File: src/design/mei_defines.svh
// Register map, field positions, reset values and timing counts
`ifndef MEI_DEFINES_SVH
`define MEI_DEFINES_SVH

`define MEI_ADDR_TAP_CFG    8'h50
`define MEI_ADDR_TAP_THR    8'h51
`define MEI_ADDR_TAP_DUR    8'h52
`define MEI_ADDR_TAP_LAT    8'h53
`define MEI_ADDR_TAP_WIN    8'h54
`define MEI_ADDR_HLG_CFG    8'h59
`define MEI_ADDR_HIGH_THR   8'h5a
`define MEI_ADDR_HIGH_DUR   8'h5b
`define MEI_ADDR_LOW_THR    8'h5c
`define MEI_ADDR_LOW_DUR    8'h5d
`define MEI_ADDR_FALL_THR   8'h5e
`define MEI_ADDR_FALL_DUR   8'h5f

`define MEI_RST_BYTE        8'h00
`define MEI_TAP_CFG_MASK    8'h0f
`define MEI_HLG_CFG_MASK    8'hf1

`define MEI_TAP_X_BIT       3
`define MEI_TAP_Y_BIT       2
`define MEI_TAP_Z_BIT       1
`define MEI_LINK_BIT        0
`define MEI_HIGH_ALL_BIT    7
`define MEI_HIGH_X_BIT      6
`define MEI_HIGH_Y_BIT      5
`define MEI_HIGH_Z_BIT      4
`define MEI_LOW_ALL_BIT     0

`define MEI_CLK_HZ          50000000
`define MEI_MS_HZ           1000
`define MEI_MS_CYCLES       (`MEI_CLK_HZ / `MEI_MS_HZ)
`define MEI_TICK_HZ         512
`define MEI_TICK_CYCLES     (`MEI_CLK_HZ / `MEI_TICK_HZ)

`endif

File: src/design/mei_pkg.sv
// Types shared by the motion event block
package mei_pkg;

  typedef struct packed {
    logic       wr;
    logic       rd;
    logic [7:0] addr;
    logic [7:0] wdata;
  } mei_reg_req_t;

  typedef struct packed {
    logic [15:0] x;
    logic [15:0] y;
    logic [15:0] z;
  } mei_axes_t;

  typedef struct packed {
    logic single_tap;
    logic double_tap;
    logic high_g;
    logic low_g;
    logic free_fall;
    logic act;
    logic inact;
  } mei_events_t;

  typedef enum logic [2:0] {
    TAP_IDLE,
    TAP_SHOCK1,
    TAP_LAT,
    TAP_WIN,
    TAP_SHOCK2
  } mei_tap_st_t;

endpackage

File: src/design/mei_motion_events.sv
// Motion event configuration registers and detectors
// Notes on behaviour
// - Tap detection enabled per axis: X bit 3, Y bit 2, Z bit 1, reset zero.
// - Link bit one: only the opposite of the previous activity state interrupts.
// - Link bit zero: activity and inactivity each interrupt regardless of history.
// - Eight-bit tap threshold, reset zero, compared against acceleration.
// - Eight-bit tap duration in ms bounds how long a tap shock may last.
// - After a first tap, wait programmed latency ms before second-tap window.
// - Window stays open programmed ms; a tap starting inside is a double tap.
// - Bit 7 of high/low-g config is the high-g master enable; the per-axis bits pick the axes, reset zero.
// - High-g per axis enables: X bit 6, Y bit 5, Z bit 4.
// - Bit 0 enables low-g; bits 3 to 1 reserved, no function.
// - High-g threshold weighs 0.5, 1, 2 or 4 mg per count by range.
// - High-g fires after all enabled axes above threshold for programmed 512 Hz ticks.
// - Low-g threshold uses the same range-dependent scaling.
// - Low-g fires after all axes below threshold for programmed 512 Hz ticks.
// - Free-fall threshold uses the same range-dependent scaling.
// - Free-fall fires after all axes below threshold for programmed 512 Hz ticks.
`timescale 1ns/10ps
`include "mei_defines.svh"

module mei_dwell
  import mei_pkg::*;
(
  input  wire logic       clock,
  input  wire logic       arst_n,
  input  wire logic       cond,
  input  wire logic       tick,
  input  wire logic [7:0] limit,
  output logic            fire
);
  logic [7:0] cnt_reg;
  logic       done_reg;
  wire        reached = !done_reg && (cnt_reg >= limit);
  wire        can_cnt = tick && !done_reg && (cnt_reg != 8'hff);

  // One event per uninterrupted interval; done_reg blocks repeats
  always_ff @(posedge clock or negedge arst_n) begin
    if (!arst_n) begin
      cnt_reg  <= 8'h00;
      done_reg <= 1'b0;
      fire     <= 1'b0;
    end else begin
      fire <= 1'b0;
      if (!cond) begin
        cnt_reg  <= 8'h00;
        done_reg <= 1'b0;
      end else if (reached) begin
        fire     <= 1'b1;
        done_reg <= 1'b1;
      end else if (can_cnt) begin
        cnt_reg <= cnt_reg + 8'h01;
      end
    end
  end

  dwell_restart_a: assert property (@(posedge clock) disable iff (!arst_n)
    !cond |=> (cnt_reg == 8'h00) && !fire)
    else $error("Dwell counter did not restart");
  dwell_fire_a: assert property (@(posedge clock) disable iff (!arst_n)
    fire |-> $past(cond) && ($past(cnt_reg) >= $past(limit)))
    else $error("Dwell fired before its count");
endmodule

module mei_motion_events
  import mei_pkg::*;
#(
  parameter int MS_CYCLES   = `MEI_MS_CYCLES,
  parameter int TICK_CYCLES = `MEI_TICK_CYCLES
) (
  input  wire logic         clock,
  input  wire logic         arst_n,
  input  wire mei_reg_req_t reg_req,
  output logic [7:0]        reg_rdata,
  input  wire logic         sample_valid,
  input  wire mei_axes_t    accel_mag,
  input  wire logic [1:0]   accel_range,
  input  wire logic         act_detect,
  input  wire logic         inact_detect,
  output mei_events_t       events
);
  logic [7:0]  tap_cfg_reg, tap_thr_reg, tap_dur_reg, tap_lat_reg, tap_win_reg;
  logic [7:0]  hlg_cfg_reg, high_thr_reg, high_dur_reg, low_thr_reg, low_dur_reg;
  logic [7:0]  fall_thr_reg, fall_dur_reg;
  logic [16:0] ms_div_reg, tick_div_reg;
  logic        ms_tick_reg, tick_reg;
  logic        tap_hit_reg, tap_prev_reg;
  logic        high_all_reg, low_all_reg, fall_all_reg;
  mei_tap_st_t tap_st_reg, tap_st_next;
  logic [7:0]  tap_ms_reg;
  logic        tap_ms_clr;
  logic        prev_valid_reg, prev_act_reg;
  logic        fire_high, fire_low, fire_fall;
  logic        single_next, double_next;
  mei_events_t evt_next;

  // Register decode
  wire wr_tap_cfg  = reg_req.wr && (reg_req.addr == `MEI_ADDR_TAP_CFG);
  wire wr_tap_thr  = reg_req.wr && (reg_req.addr == `MEI_ADDR_TAP_THR);
  wire wr_tap_dur  = reg_req.wr && (reg_req.addr == `MEI_ADDR_TAP_DUR);
  wire wr_tap_lat  = reg_req.wr && (reg_req.addr == `MEI_ADDR_TAP_LAT);
  wire wr_tap_win  = reg_req.wr && (reg_req.addr == `MEI_ADDR_TAP_WIN);
  wire wr_hlg_cfg  = reg_req.wr && (reg_req.addr == `MEI_ADDR_HLG_CFG);
  wire wr_high_thr = reg_req.wr && (reg_req.addr == `MEI_ADDR_HIGH_THR);
  wire wr_high_dur = reg_req.wr && (reg_req.addr == `MEI_ADDR_HIGH_DUR);
  wire wr_low_thr  = reg_req.wr && (reg_req.addr == `MEI_ADDR_LOW_THR);
  wire wr_low_dur  = reg_req.wr && (reg_req.addr == `MEI_ADDR_LOW_DUR);
  wire wr_fall_thr = reg_req.wr && (reg_req.addr == `MEI_ADDR_FALL_THR);
  wire wr_fall_dur = reg_req.wr && (reg_req.addr == `MEI_ADDR_FALL_DUR);

  // Unmapped addresses read zero
  wire [7:0] rd_mux =
    (reg_req.addr == `MEI_ADDR_TAP_CFG)  ? tap_cfg_reg  :
    (reg_req.addr == `MEI_ADDR_TAP_THR)  ? tap_thr_reg  :
    (reg_req.addr == `MEI_ADDR_TAP_DUR)  ? tap_dur_reg  :
    (reg_req.addr == `MEI_ADDR_TAP_LAT)  ? tap_lat_reg  :
    (reg_req.addr == `MEI_ADDR_TAP_WIN)  ? tap_win_reg  :
    (reg_req.addr == `MEI_ADDR_HLG_CFG)  ? hlg_cfg_reg  :
    (reg_req.addr == `MEI_ADDR_HIGH_THR) ? high_thr_reg :
    (reg_req.addr == `MEI_ADDR_HIGH_DUR) ? high_dur_reg :
    (reg_req.addr == `MEI_ADDR_LOW_THR)  ? low_thr_reg  :
    (reg_req.addr == `MEI_ADDR_LOW_DUR)  ? low_dur_reg  :
    (reg_req.addr == `MEI_ADDR_FALL_THR) ? fall_thr_reg :
    (reg_req.addr == `MEI_ADDR_FALL_DUR) ? fall_dur_reg : 8'h00;

  always_ff @(posedge clock or negedge arst_n) begin
    if (!arst_n) begin
      tap_cfg_reg  <= `MEI_RST_BYTE;
      tap_thr_reg  <= `MEI_RST_BYTE;
      tap_dur_reg  <= `MEI_RST_BYTE;
      tap_lat_reg  <= `MEI_RST_BYTE;
      tap_win_reg  <= `MEI_RST_BYTE;
      hlg_cfg_reg  <= `MEI_RST_BYTE;
      high_thr_reg <= `MEI_RST_BYTE;
      high_dur_reg <= `MEI_RST_BYTE;
      low_thr_reg  <= `MEI_RST_BYTE;
      low_dur_reg  <= `MEI_RST_BYTE;
      fall_thr_reg <= `MEI_RST_BYTE;
      fall_dur_reg <= `MEI_RST_BYTE;
      reg_rdata    <= 8'h00;
    end else begin
      if (wr_tap_cfg)  tap_cfg_reg  <= reg_req.wdata & `MEI_TAP_CFG_MASK;
      if (wr_tap_thr)  tap_thr_reg  <= reg_req.wdata;
      if (wr_tap_dur)  tap_dur_reg  <= reg_req.wdata;
      if (wr_tap_lat)  tap_lat_reg  <= reg_req.wdata;
      if (wr_tap_win)  tap_win_reg  <= reg_req.wdata;
      if (wr_hlg_cfg)  hlg_cfg_reg  <= reg_req.wdata & `MEI_HLG_CFG_MASK;
      if (wr_high_thr) high_thr_reg <= reg_req.wdata;
      if (wr_high_dur) high_dur_reg <= reg_req.wdata;
      if (wr_low_thr)  low_thr_reg  <= reg_req.wdata;
      if (wr_low_dur)  low_dur_reg  <= reg_req.wdata;
      if (wr_fall_thr) fall_thr_reg <= reg_req.wdata;
      if (wr_fall_dur) fall_dur_reg <= reg_req.wdata;
      if (reg_req.rd)  reg_rdata    <= rd_mux;
    end
  end

  // Millisecond and 512 Hz enables; the 512 Hz rate is truncated to whole cycles
  wire ms_wrap   = (ms_div_reg == 17'(MS_CYCLES - 1));
  wire tick_wrap = (tick_div_reg == 17'(TICK_CYCLES - 1));

  always_ff @(posedge clock or negedge arst_n) begin
    if (!arst_n) begin
      ms_div_reg   <= 17'h00000;
      tick_div_reg <= 17'h00000;
      ms_tick_reg  <= 1'b0;
      tick_reg     <= 1'b0;
    end else begin
      ms_div_reg   <= ms_wrap ? 17'h00000 : ms_div_reg + 17'h00001;
      tick_div_reg <= tick_wrap ? 17'h00000 : tick_div_reg + 17'h00001;
      ms_tick_reg  <= ms_wrap;
      tick_reg     <= tick_wrap;
    end
  end

  // Thresholds are in range units; samples arrive in 0.5 mg counts, so shift by range
  wire [15:0] tap_lvl  = {8'h00, tap_thr_reg} << accel_range;
  wire [15:0] high_lvl = {8'h00, high_thr_reg} << accel_range;
  wire [15:0] low_lvl  = {8'h00, low_thr_reg} << accel_range;
  wire [15:0] fall_lvl = {8'h00, fall_thr_reg} << accel_range;

  wire [2:0] tap_en  = {tap_cfg_reg[`MEI_TAP_X_BIT], tap_cfg_reg[`MEI_TAP_Y_BIT],
                        tap_cfg_reg[`MEI_TAP_Z_BIT]};
  wire [2:0] high_en = {hlg_cfg_reg[`MEI_HIGH_X_BIT], hlg_cfg_reg[`MEI_HIGH_Y_BIT],
                        hlg_cfg_reg[`MEI_HIGH_Z_BIT]};
  wire [2:0] tap_over  = {accel_mag.x > tap_lvl, accel_mag.y > tap_lvl,
                          accel_mag.z > tap_lvl};
  wire [2:0] high_over = {accel_mag.x > high_lvl, accel_mag.y > high_lvl,
                          accel_mag.z > high_lvl};
  wire [2:0] low_under = {accel_mag.x < low_lvl, accel_mag.y < low_lvl,
                          accel_mag.z < low_lvl};
  wire [2:0] fall_under = {accel_mag.x < fall_lvl, accel_mag.y < fall_lvl,
                           accel_mag.z < fall_lvl};

  wire tap_hit_now  = |(tap_over & tap_en);
  wire high_all_now = hlg_cfg_reg[`MEI_HIGH_ALL_BIT] && (|high_en) &&
                      ((high_over & high_en) == high_en);
  wire low_all_now  = hlg_cfg_reg[`MEI_LOW_ALL_BIT] && (&low_under);
  // A zero free-fall threshold can never be undercut, so it parks the detector
  wire fall_all_now = &fall_under;

  // Comparisons are held between samples
  always_ff @(posedge clock or negedge arst_n) begin
    if (!arst_n) begin
      tap_hit_reg  <= 1'b0;
      high_all_reg <= 1'b0;
      low_all_reg  <= 1'b0;
      fall_all_reg <= 1'b0;
      tap_prev_reg <= 1'b0;
    end else begin
      tap_prev_reg <= tap_hit_reg;
      if (sample_valid) begin
        tap_hit_reg  <= tap_hit_now;
        high_all_reg <= high_all_now;
        low_all_reg  <= low_all_now;
        fall_all_reg <= fall_all_now;
      end
    end
  end

  mei_dwell u_high (.clock(clock), .arst_n(arst_n), .cond(high_all_reg),
                    .tick(tick_reg), .limit(high_dur_reg), .fire(fire_high));
  mei_dwell u_low  (.clock(clock), .arst_n(arst_n), .cond(low_all_reg),
                    .tick(tick_reg), .limit(low_dur_reg), .fire(fire_low));
  mei_dwell u_fall (.clock(clock), .arst_n(arst_n), .cond(fall_all_reg),
                    .tick(tick_reg), .limit(fall_dur_reg), .fire(fire_fall));

  // Tap sequencer; a tap starts on a rising hit and must end within the duration
  wire hit_rise = tap_hit_reg && !tap_prev_reg;
  wire hit_fall = !tap_hit_reg && tap_prev_reg;
  wire dur_out  = ms_tick_reg && (tap_ms_reg == tap_dur_reg);

  always_comb begin
    tap_st_next = tap_st_reg;
    tap_ms_clr  = 1'b0;
    single_next = 1'b0;
    double_next = 1'b0;
    case (tap_st_reg)
      TAP_IDLE: begin
        if (hit_rise) begin
          tap_st_next = TAP_SHOCK1;
          tap_ms_clr  = 1'b1;
        end
      end
      TAP_SHOCK1: begin
        if (hit_fall) begin
          tap_st_next = TAP_LAT;
          tap_ms_clr  = 1'b1;
          single_next = 1'b1;
        end else if (dur_out) begin
          tap_st_next = TAP_IDLE;
        end
      end
      TAP_LAT: begin
        if (tap_ms_reg >= tap_lat_reg) begin
          tap_st_next = TAP_WIN;
          tap_ms_clr  = 1'b1;
        end
      end
      TAP_WIN: begin
        if (hit_rise) begin
          tap_st_next = TAP_SHOCK2;
          tap_ms_clr  = 1'b1;
        end else if (tap_ms_reg >= tap_win_reg) begin
          tap_st_next = TAP_IDLE;
        end
      end
      TAP_SHOCK2: begin
        if (hit_fall) begin
          tap_st_next = TAP_IDLE;
          double_next = 1'b1;
        end else if (dur_out) begin
          tap_st_next = TAP_IDLE;
        end
      end
      default: tap_st_next = TAP_IDLE;
    endcase
  end

  always_ff @(posedge clock or negedge arst_n) begin
    if (!arst_n) begin
      tap_st_reg <= TAP_IDLE;
      tap_ms_reg <= 8'h00;
    end else begin
      tap_st_reg <= tap_st_next;
      if (tap_ms_clr)
        tap_ms_reg <= 8'h00;
      else if (ms_tick_reg && tap_ms_reg != 8'hff)
        tap_ms_reg <= tap_ms_reg + 8'h01;
    end
  end

  // Activity link; the history tracks what was detected, reported or not
  wire link    = tap_cfg_reg[`MEI_LINK_BIT];
  wire act_ok  = !link || !prev_valid_reg || !prev_act_reg;
  wire inact_ok = !link || !prev_valid_reg || prev_act_reg;

  always_comb begin
    evt_next.single_tap = single_next;
    evt_next.double_tap = double_next;
    evt_next.high_g     = fire_high;
    evt_next.low_g      = fire_low;
    evt_next.free_fall  = fire_fall;
    evt_next.act        = act_detect && act_ok;
    evt_next.inact      = inact_detect && inact_ok;
  end

  always_ff @(posedge clock or negedge arst_n) begin
    if (!arst_n) begin
      events         <= '0;
      prev_valid_reg <= 1'b0;
      prev_act_reg   <= 1'b0;
    end else begin
      events <= evt_next;
      if (act_detect) begin
        prev_valid_reg <= 1'b1;
        prev_act_reg   <= 1'b1;
      end else if (inact_detect) begin
        prev_valid_reg <= 1'b1;
        prev_act_reg   <= 1'b0;
      end
    end
  end

  tap_cfg_rsvd_a: assert property (@(posedge clock) disable iff (!arst_n)
    reg_req.rd && reg_req.addr == `MEI_ADDR_TAP_CFG |=> reg_rdata[7:4] == 4'h0)
    else $error("Tap config reserved bits not zero");
  tap_axis_gate_a: assert property (@(posedge clock) disable iff (!arst_n)
    $rose(tap_hit_reg) |-> $past(|tap_en))
    else $error("Tap hit with no axis enabled");
  link_block_a: assert property (@(posedge clock) disable iff (!arst_n)
    link && prev_valid_reg && prev_act_reg && $stable(link) |=> !events.act)
    else $error("Repeated activity with link set");
  unlinked_act_a: assert property (@(posedge clock) disable iff (!arst_n)
    !link && act_detect |=> events.act)
    else $error("Activity lost with link clear");
  tap_thr_write_a: assert property (@(posedge clock) disable iff (!arst_n)
    wr_tap_thr |=> tap_thr_reg == $past(reg_req.wdata))
    else $error("Tap threshold not stored");
  shock_limit_a: assert property (@(posedge clock) disable iff (!arst_n)
    tap_st_reg == TAP_SHOCK1 && !hit_fall && dur_out |=> tap_st_reg == TAP_IDLE)
    else $error("Long shock accepted as tap");
  latency_hold_a: assert property (@(posedge clock) disable iff (!arst_n)
    tap_st_reg == TAP_LAT && tap_ms_reg < tap_lat_reg |=> tap_st_reg == TAP_LAT)
    else $error("Window opened before latency");
  double_src_a: assert property (@(posedge clock) disable iff (!arst_n)
    events.double_tap |-> $past(tap_st_reg, 2) == TAP_SHOCK2)
    else $error("Double tap outside second shock");
  // Held comparisons may outlive a config write, so only a fresh load is judged
  high_enable_a: assert property (@(posedge clock) disable iff (!arst_n)
    high_all_reg && $past(sample_valid) |-> $past(hlg_cfg_reg[`MEI_HIGH_ALL_BIT]))
    else $error("High-g armed while disabled");
  hlg_rsvd_a: assert property (@(posedge clock) disable iff (!arst_n)
    hlg_cfg_reg[3:1] == 3'h0)
    else $error("High/low-g reserved bits set");
endmodule

File: config.mk
export PLATFORM = sky130hd
export DESIGN_NAME = mei_motion_events
export DESIGN_NICKNAME = d
export VERILOG_FILES = /design/src/design/mei_pkg.sv /design/src/design/mei_motion_events.sv
export VERILOG_INCLUDE_DIRS = /design/src /design/src/design
export SDC_FILE = /design/constraint.sdc
export NUM_CORES = 1
export LEC_CHECK = 0
export ABC_AREA = 1
export BUFFER_PORTS_ARGS = -buffer_cell sky130_fd_sc_hd__buf_4
export CAP_MARGIN = 20
export CORE_MARGIN = 2
export CORE_UTILIZATION = 55
export CTS_CLUSTER_SIZE = 12
export DETAILED_ROUTE_END_ITERATION = 8
export GPL_ROUTABILITY_DRIVEN = 0
export GPL_TIMING_DRIVEN = 0
export PLACE_DENSITY = 0.84
export SKIP_LAST_GASP = 1
export SLEW_MARGIN = 20
export SYNTH_ARGS = -nofsm -noshare
export SYNTH_HDL_FRONTEND = slang
export SYNTH_SLANG_ARGS = --single-unit
File: constraint.sdc
create_clock -name clock -period 2.7 [get_ports clock]
set_input_delay 0.135 -clock clock [delete_from_list [all_inputs] [get_ports clock]]
set_output_delay 0.135 -clock clock [all_outputs]
set_load 0.05 [all_outputs]
After elaboration in Yosys (flattened, before gate mapping)
Cells that the tools add are included.
{ "totals": {"word_cells": 215, "ff_bits": 188, "inputBits": 73} }
{ "classes": {"addsub": 6, "shifts": 4, "n_reduce_logical": 53, "n_mux": 55, "eq_ne": 36, "bitwise": 2, "n_lt_le_gt_ge": 17} }
{ "ops": {"columns": ["operator", "n"], "rows": [
  ["$mux W8", 23],
  ["$eq A8 B7 Y1 const B", 12],
  ["$gt A16 B16 Y1", 6],
  ["$lt A16 B16 Y1", 6],
  ["$shl A8 B2 Y16", 4],
  ["$ge A8 B8 Y1", 5],
  ["$add A17 B1 Y17 const B", 2],
  ["$mux W17", 2],
  ["$add A8 B1 Y8 const B", 4],
  ["$ne A8 B8 Y1 const B", 4],
  ["$logic_and A1 B1 Y1", 30],
  ["$mux W1", 21],
  ["$mux W3", 7],
  ["$eq A17 B16 Y1 const B", 1],
  ["$eq A17 B17 Y1 const B", 1],
  ["$pmux W3 S5", 1],
  ["$ne A2 B1 Y1 const B", 6],
  ["$ne A2 B2 Y1 const B", 5],
  ["$reduce_and A3 Y1", 3],
  ["$eq A8 B8 Y1", 1],
  ["$logic_not A1 Y1", 8],
  ["$and A3 B3 Y3", 2],
  ["$eq A3 B2 Y1 const B", 2],
  ["$reduce_and A2 Y1", 3],
  ["10 further kinds", 14]
]} }

Depth between registers and ports, before layout
{ "logic_depth": {"depth_word": 13, "mapped_depth": 18, "depth_no_buf": 17} }

By module
A second synthesis with hierarchy kept.
{ "hier_totals": {"cells_unflattened": 1859, "area_unflattened_um2": 13802.0} }
{ "modules_own_cells": {"columns": ["module", "cells_each", "area_each_um2", "n_inst"], "rows": [
  ["mei_motion_events", 1520, 11384.7, 1],
  ["mei_dwell", 113, 805.8, 3]
]} }

Worst setup path before layout
Ideal clock, no wire load.
{ "synth_path": {"kind": "input to register", "start": "input accel_range[0]", "end": "register high_all_reg", "t_required_ns": 2.574, "cell_stages": 15, "n_path_buf": 2, "slack_ns": 0.651, "arrival_time_ns": 1.923, "path_cell_list": "inv_1 clkbuf_1 clkbuf_1 nand2_1 nand3_1 o21ai_0 ha_1 a21oi_1 o21ai_0 o21ai_0 nand2_1 nand2_1 nand2_1 nand2_1 o21ai_0"} }
{ "synth_between": {"elab_chain_len": 5} }
{ "synth_rtl": {"columns": ["element", "line", "source"], "rows": [
  ["from (decl)", "mei_motion_events.sv:77", "input wire logic [1:0] accel_range,"],
  ["$shl A8 B2 Y16 *", "mei_motion_events.sv:178", "wire [15:0] high_lvl = {8'h00, high_thr_reg} << accel_range;"],
  ["$gt A16 B16 Y1, on equally long branches", "mei_motion_events.sv:189, mei_motion_events.sv:188", null],
  ["$and A3 B3 Y3 *", "mei_motion_events.sv:197", "((high_over & high_en) == high_en);"],
  ["$eq A3 B3 Y1 *", "mei_motion_events.sv:197", null],
  ["$logic_and A1 B1 Y1 *", "mei_motion_events.sv:196", "wire high_all_now = hlg_cfg_reg[`MEI_HIGH_ALL_BIT] && (|high_en) &&"],
  ["to (signal assigned)", "mei_motion_events.sv:214", "high_all_reg <= high_all_now;"],
  ["to (decl)", "mei_motion_events.sv:88", "logic high_all_reg, low_all_reg, fall_all_reg;"]
]} }
Every way passes the cells marked *; elsewhere a longest branch is shown, timed or not.
A chain may end at the register's enable or synchronous reset.

Worst setup path in the final report
{ "layout_path": {"start": "register tap_thr_reg[6]", "end": "register tap_hit_reg"} }
{ "layout_between": {"elab_chain_len": 4} }
{ "layout_rtl": {"columns": ["element", "line", "source"], "rows": [
  ["from (decl)", "mei_motion_events.sv:82", "logic [7:0] tap_cfg_reg, tap_thr_reg, tap_dur_reg, tap_lat_reg, tap_win_reg;"],
  ["from (signal assigned)", "mei_motion_events.sv:129", "tap_thr_reg <= `MEI_RST_BYTE;"],
  ["from (signal assigned)", "mei_motion_events.sv:143", "if (wr_tap_thr) tap_thr_reg <= reg_req.wdata;"],
  ["$shl A8 B2 Y16 *", "mei_motion_events.sv:177", "wire [15:0] tap_lvl = {8'h00, tap_thr_reg} << accel_range;"],
  ["$gt A16 B16 Y1, on equally long branches", "mei_motion_events.sv:187, mei_motion_events.sv:186", null],
  ["$and A3 B3 Y3 *", "mei_motion_events.sv:195", "wire tap_hit_now = |(tap_over & tap_en);"],
  ["$reduce_or A3 Y1 *", "mei_motion_events.sv:195", null],
  ["to (signal assigned)", "mei_motion_events.sv:213", "tap_hit_reg <= tap_hit_now;"],
  ["to (decl)", "mei_motion_events.sv:87", "logic tap_hit_reg, tap_prev_reg;"]
]} }
Marked as above.

==> metrics.md <==
| Metric | Value |
|---|---|
| Final critical-path required period | 2.54 ns |
| Seq. cell area | 4700 um2 |
| Outcome | finished clean |
| Gate power share | 0.174 |
| Starting DRT DRC Count | 1191 |
| Commonest non-fill, non-tap cell in the layout | nand2_1 |
| Port buffer count | 87 |
| Antenna Cells | 0 |
| Final worst slack | 0.160 ns |
| Final setup viols | 0 |
| Crit Path Class | reg -> reg |
| Sequential share of the synthesized area | 0.346 |
| Largest net degree at the start of global routing | 103 |
| Largest family of logic cells by synthesized area | simple AND/OR/NAND/NOR gates |
| Synthesized cell area | 13600 um2 |
| Clock slew at reported path FFs | 0.07 ns |
| Multiplexer share of the synthesized area | 0.00368 |
| Setup Skew | 0.00657 ns |
| Peak VDD IR | 0.412 mV |
| Crit-path max FO | 3 |
| CP endpoint kind | register |
| Core area | 24300 um2 |
| Compound-Gate Fraction of Synth Area | 0.135 |
| XOR/XNOR share of the synthesized area | 0.0161 |
| HP Start | reg_req[1] |
| DRT Wirelength | 37500 um |
| Initial Util | 0.559 |
| Pwr per Cell Area | 426 nW/um2 |
| Top-area cell type share of the netlist area | 0.346 |
| Worst path cell trace | inv_1 > o21ai_0 > o21ai_0 > ha_1 > a21oi_1 > nor2_1 > nor4_1 > nand2_1 > nand3_1 > nand2_1 > nor2_1 > nor2_1 |
| RR Startpoint | tap_thr_reg[6] |
| Aggregate global routing overflow | 0 |
| Total power | 6.54 mW |
| Clock network power share | 0.367 |
| Leading register cell type out of synthesis | dfrtp_1 |
| Share of post-route cells with drive strength above 1 | 0.104 |
| Crit. Startpoint | tap_thr_reg[6] |
| DRC Markers | 0 |
| Multi-input gate area | 7920 um2 |
| Fmax | 394 MHz |
| Sw power | 1.92 mW |
| Wire per inst | 16.6 um |
| Via count | 13100 |
| Synth async-reset ratio | 1.00 |
| CTS Buf Count | 17 |
| Max-Cap Viols | 0 |
| Syn nets | 2051 |
| Slew margin rel. | 0.441 |
| Overall Global Routing Usage | 0.291 |
| Number of global-route vias before repair | 12500 |
| Clock sinks | 188 |
| Synth Register Bits | 188 |
| Fill cell count | 2033 |
| Pins over their slew limit | 0 |
| Startpoint types | register |
| Crit path largest cell delay | 0.41 ns |
| Clk root buf | clkbuf_16 |
| TritonCTS clock tree | built |
| Synth Area in Simple Gates | 0.269 |
| CTS max path bufs | 2 |
| Die Width | 161 um |
| Int Pwr | 4.62 mW |
| Most used cell, CP | nor2_1 |
| Count of flip-flops with a built-in enable after synthesis | 0 |
| Chip Height | 161 um |
| TritonRoute pass-1 iters | 6 |
| WP data required | 3.02 ns |
| Leak Pwr | 7.29 nW |
| Dominant cell type by area after synthesis | dfrtp_1 |
| Switching share of power | 0.293 |
| Initial antenna violation count | 0 |
| Post-Synth Adder-Cell Area | 0.158 |
| R2r setup slk | 0.16 ns |
| Synth Area per Inst | 7.53 um2 |
| Hold WC Path Type | in -> reg |
| CP max stage cell | nor4_1 |
| Post-route ant nets | 0 |
| Synthesis-to-finish area growth | 12.8% |
| Worst-Margin Slew | 0.830 ns |
| Layout Nets | 2167 |
| Die area | 26000 um2 |
| Commonest cells after routing, fill and taps aside | nand2_1, o21ai_0, inv_1 |
| Detailed Place HPWL | 28900 um |
| RSZ-0062 raised after global routing | false |
| Yosys Warn Count | 0 |
| Post-Route Utilization | 0.631 |
| DP Worst Slack | -0.138 ns |
| Synth top area cells | dfrtp_1, ha_1, nand2_1, o21ai_0, inv_1 |
| Num rows | 57 |
| Final period util | 0.941 |
| Global-route wire length before repair | 60700 um |
| Boundary pin count | 88 |
| Vias per cell | 5.80 |
| Hold Fails Final Rpt | 0 |
| Seq pwr share | 0.458 |
| Crit path DAT | 2.86 ns |
| Synth Instances | 1806 |
| Skew-Pair Late Insertion Delay | 0.43 ns |
| Unique masters post-synth | 46 |
| H-tree levels | 4 |
-- worst max-delay path, delay by kind of cell (launching register included) --
family,cells,cell delay [ns]
compound gates,3,0.79
fa+ha+maj,1,0.27
buf+inv,1,0.09
flops,1,0.37
simple gates,7,0.92
-- path summary, 6_finish.rpt --
path,endpoint,depth (start not counted)
worst min register to register,events[3],0
worst max-delay path,tap_hit_reg,12
max in group asynchronous,tap_lat_reg[5],3
worst min-delay path,fall_thr_reg[1],3
min in group asynchronous,events[3],2
worst max register to register,tap_hit_reg,12
-- per-stage QoR --
stage / instances / setup TNS, ns / cell area, um2 / hold slack (ns)
6_report: 2259 / 0 / 15300 / 0.0288
3_3_place_gp: 2217 / -0.149 / 14700 / 0.335
5_1_grt: 2259 / 0 / 15300 / 0.0720
3_5_place_dp: 2218 / -0.256 / 14700 / 0.179
2_1_floorplan: 1806 / 0 / 13600 / -0.161
4_1_cts: 2259 / 0 / 15300 / 0.0213
-- cell families after synthesis --
logic type | after synthesis
adder cells (fa/ha/maj) | 172
XOR/XNOR | 25
buffers and inverters | 249
AND/OR/NAND/NOR | 819
flip-flops | 188
multiplexers | 5
AO/OA/AOI/OAI | 348
-- area by class of cell --
| type | instances | share of cell area |
|---|---|---|
| well taps | 324 | 0.0264 |
| multi-input cells | 1369 | 0.516 |
| clock buffers | 19 | 0.0289 |
| flip-flops and latches | 188 | 0.307 |
| clock inverters | 13 | 0.00750 |
| plain buffers | 45 | 0.0137 |
| repair buffers | 97 | 0.0507 |
| inverters | 204 | 0.0499 |
-- synth_stat cells (19+ instances only) --
master	number
a21oi_1	100
ha_1	172
xor2_1	22
nand4_1	40
inv_1	197
nand3_1	99
nor2_1	120
o21ai_0	208
nor3_1	27
clkbuf_1	30
dfrtp_1	188
nand2_1	449
or2_2	19
-- power groups by stage --
stage | combinational [mW] | sequential, mW | clock, mW
floorplan | 0.655 | 3.04 | 0
global placement | 1.04 | 3.04 | 0
detailed placement | 1.11 | 3.04 | 0
CTS | 1.13 | 2.99 | 2.44
global route | 1.29 | 3.00 | 2.55
finish | 1.14 | 3.00 | 2.40
-- per-layer routing --
layer / share of wire / GRT usage
met2: 0.48 / 0.495
met5: 0 / 0
met4: 0.053 / 0.155
met1: 0.40 / 0.358
met3: 0.070 / 0.0447
-- repair_timing --
| item | CTS | global route |
|---|---|---|
| hold endpoints to repair | 97 | 0 |
| buffers inserted | 0 | 0 |
| gates resized for setup | 0 | 2 |
| hold buffers | 9 | 0 |
| endpoints found under the setup margin | 0 | 1 |
Note: power is estimated with default switching activity, not from simulation.
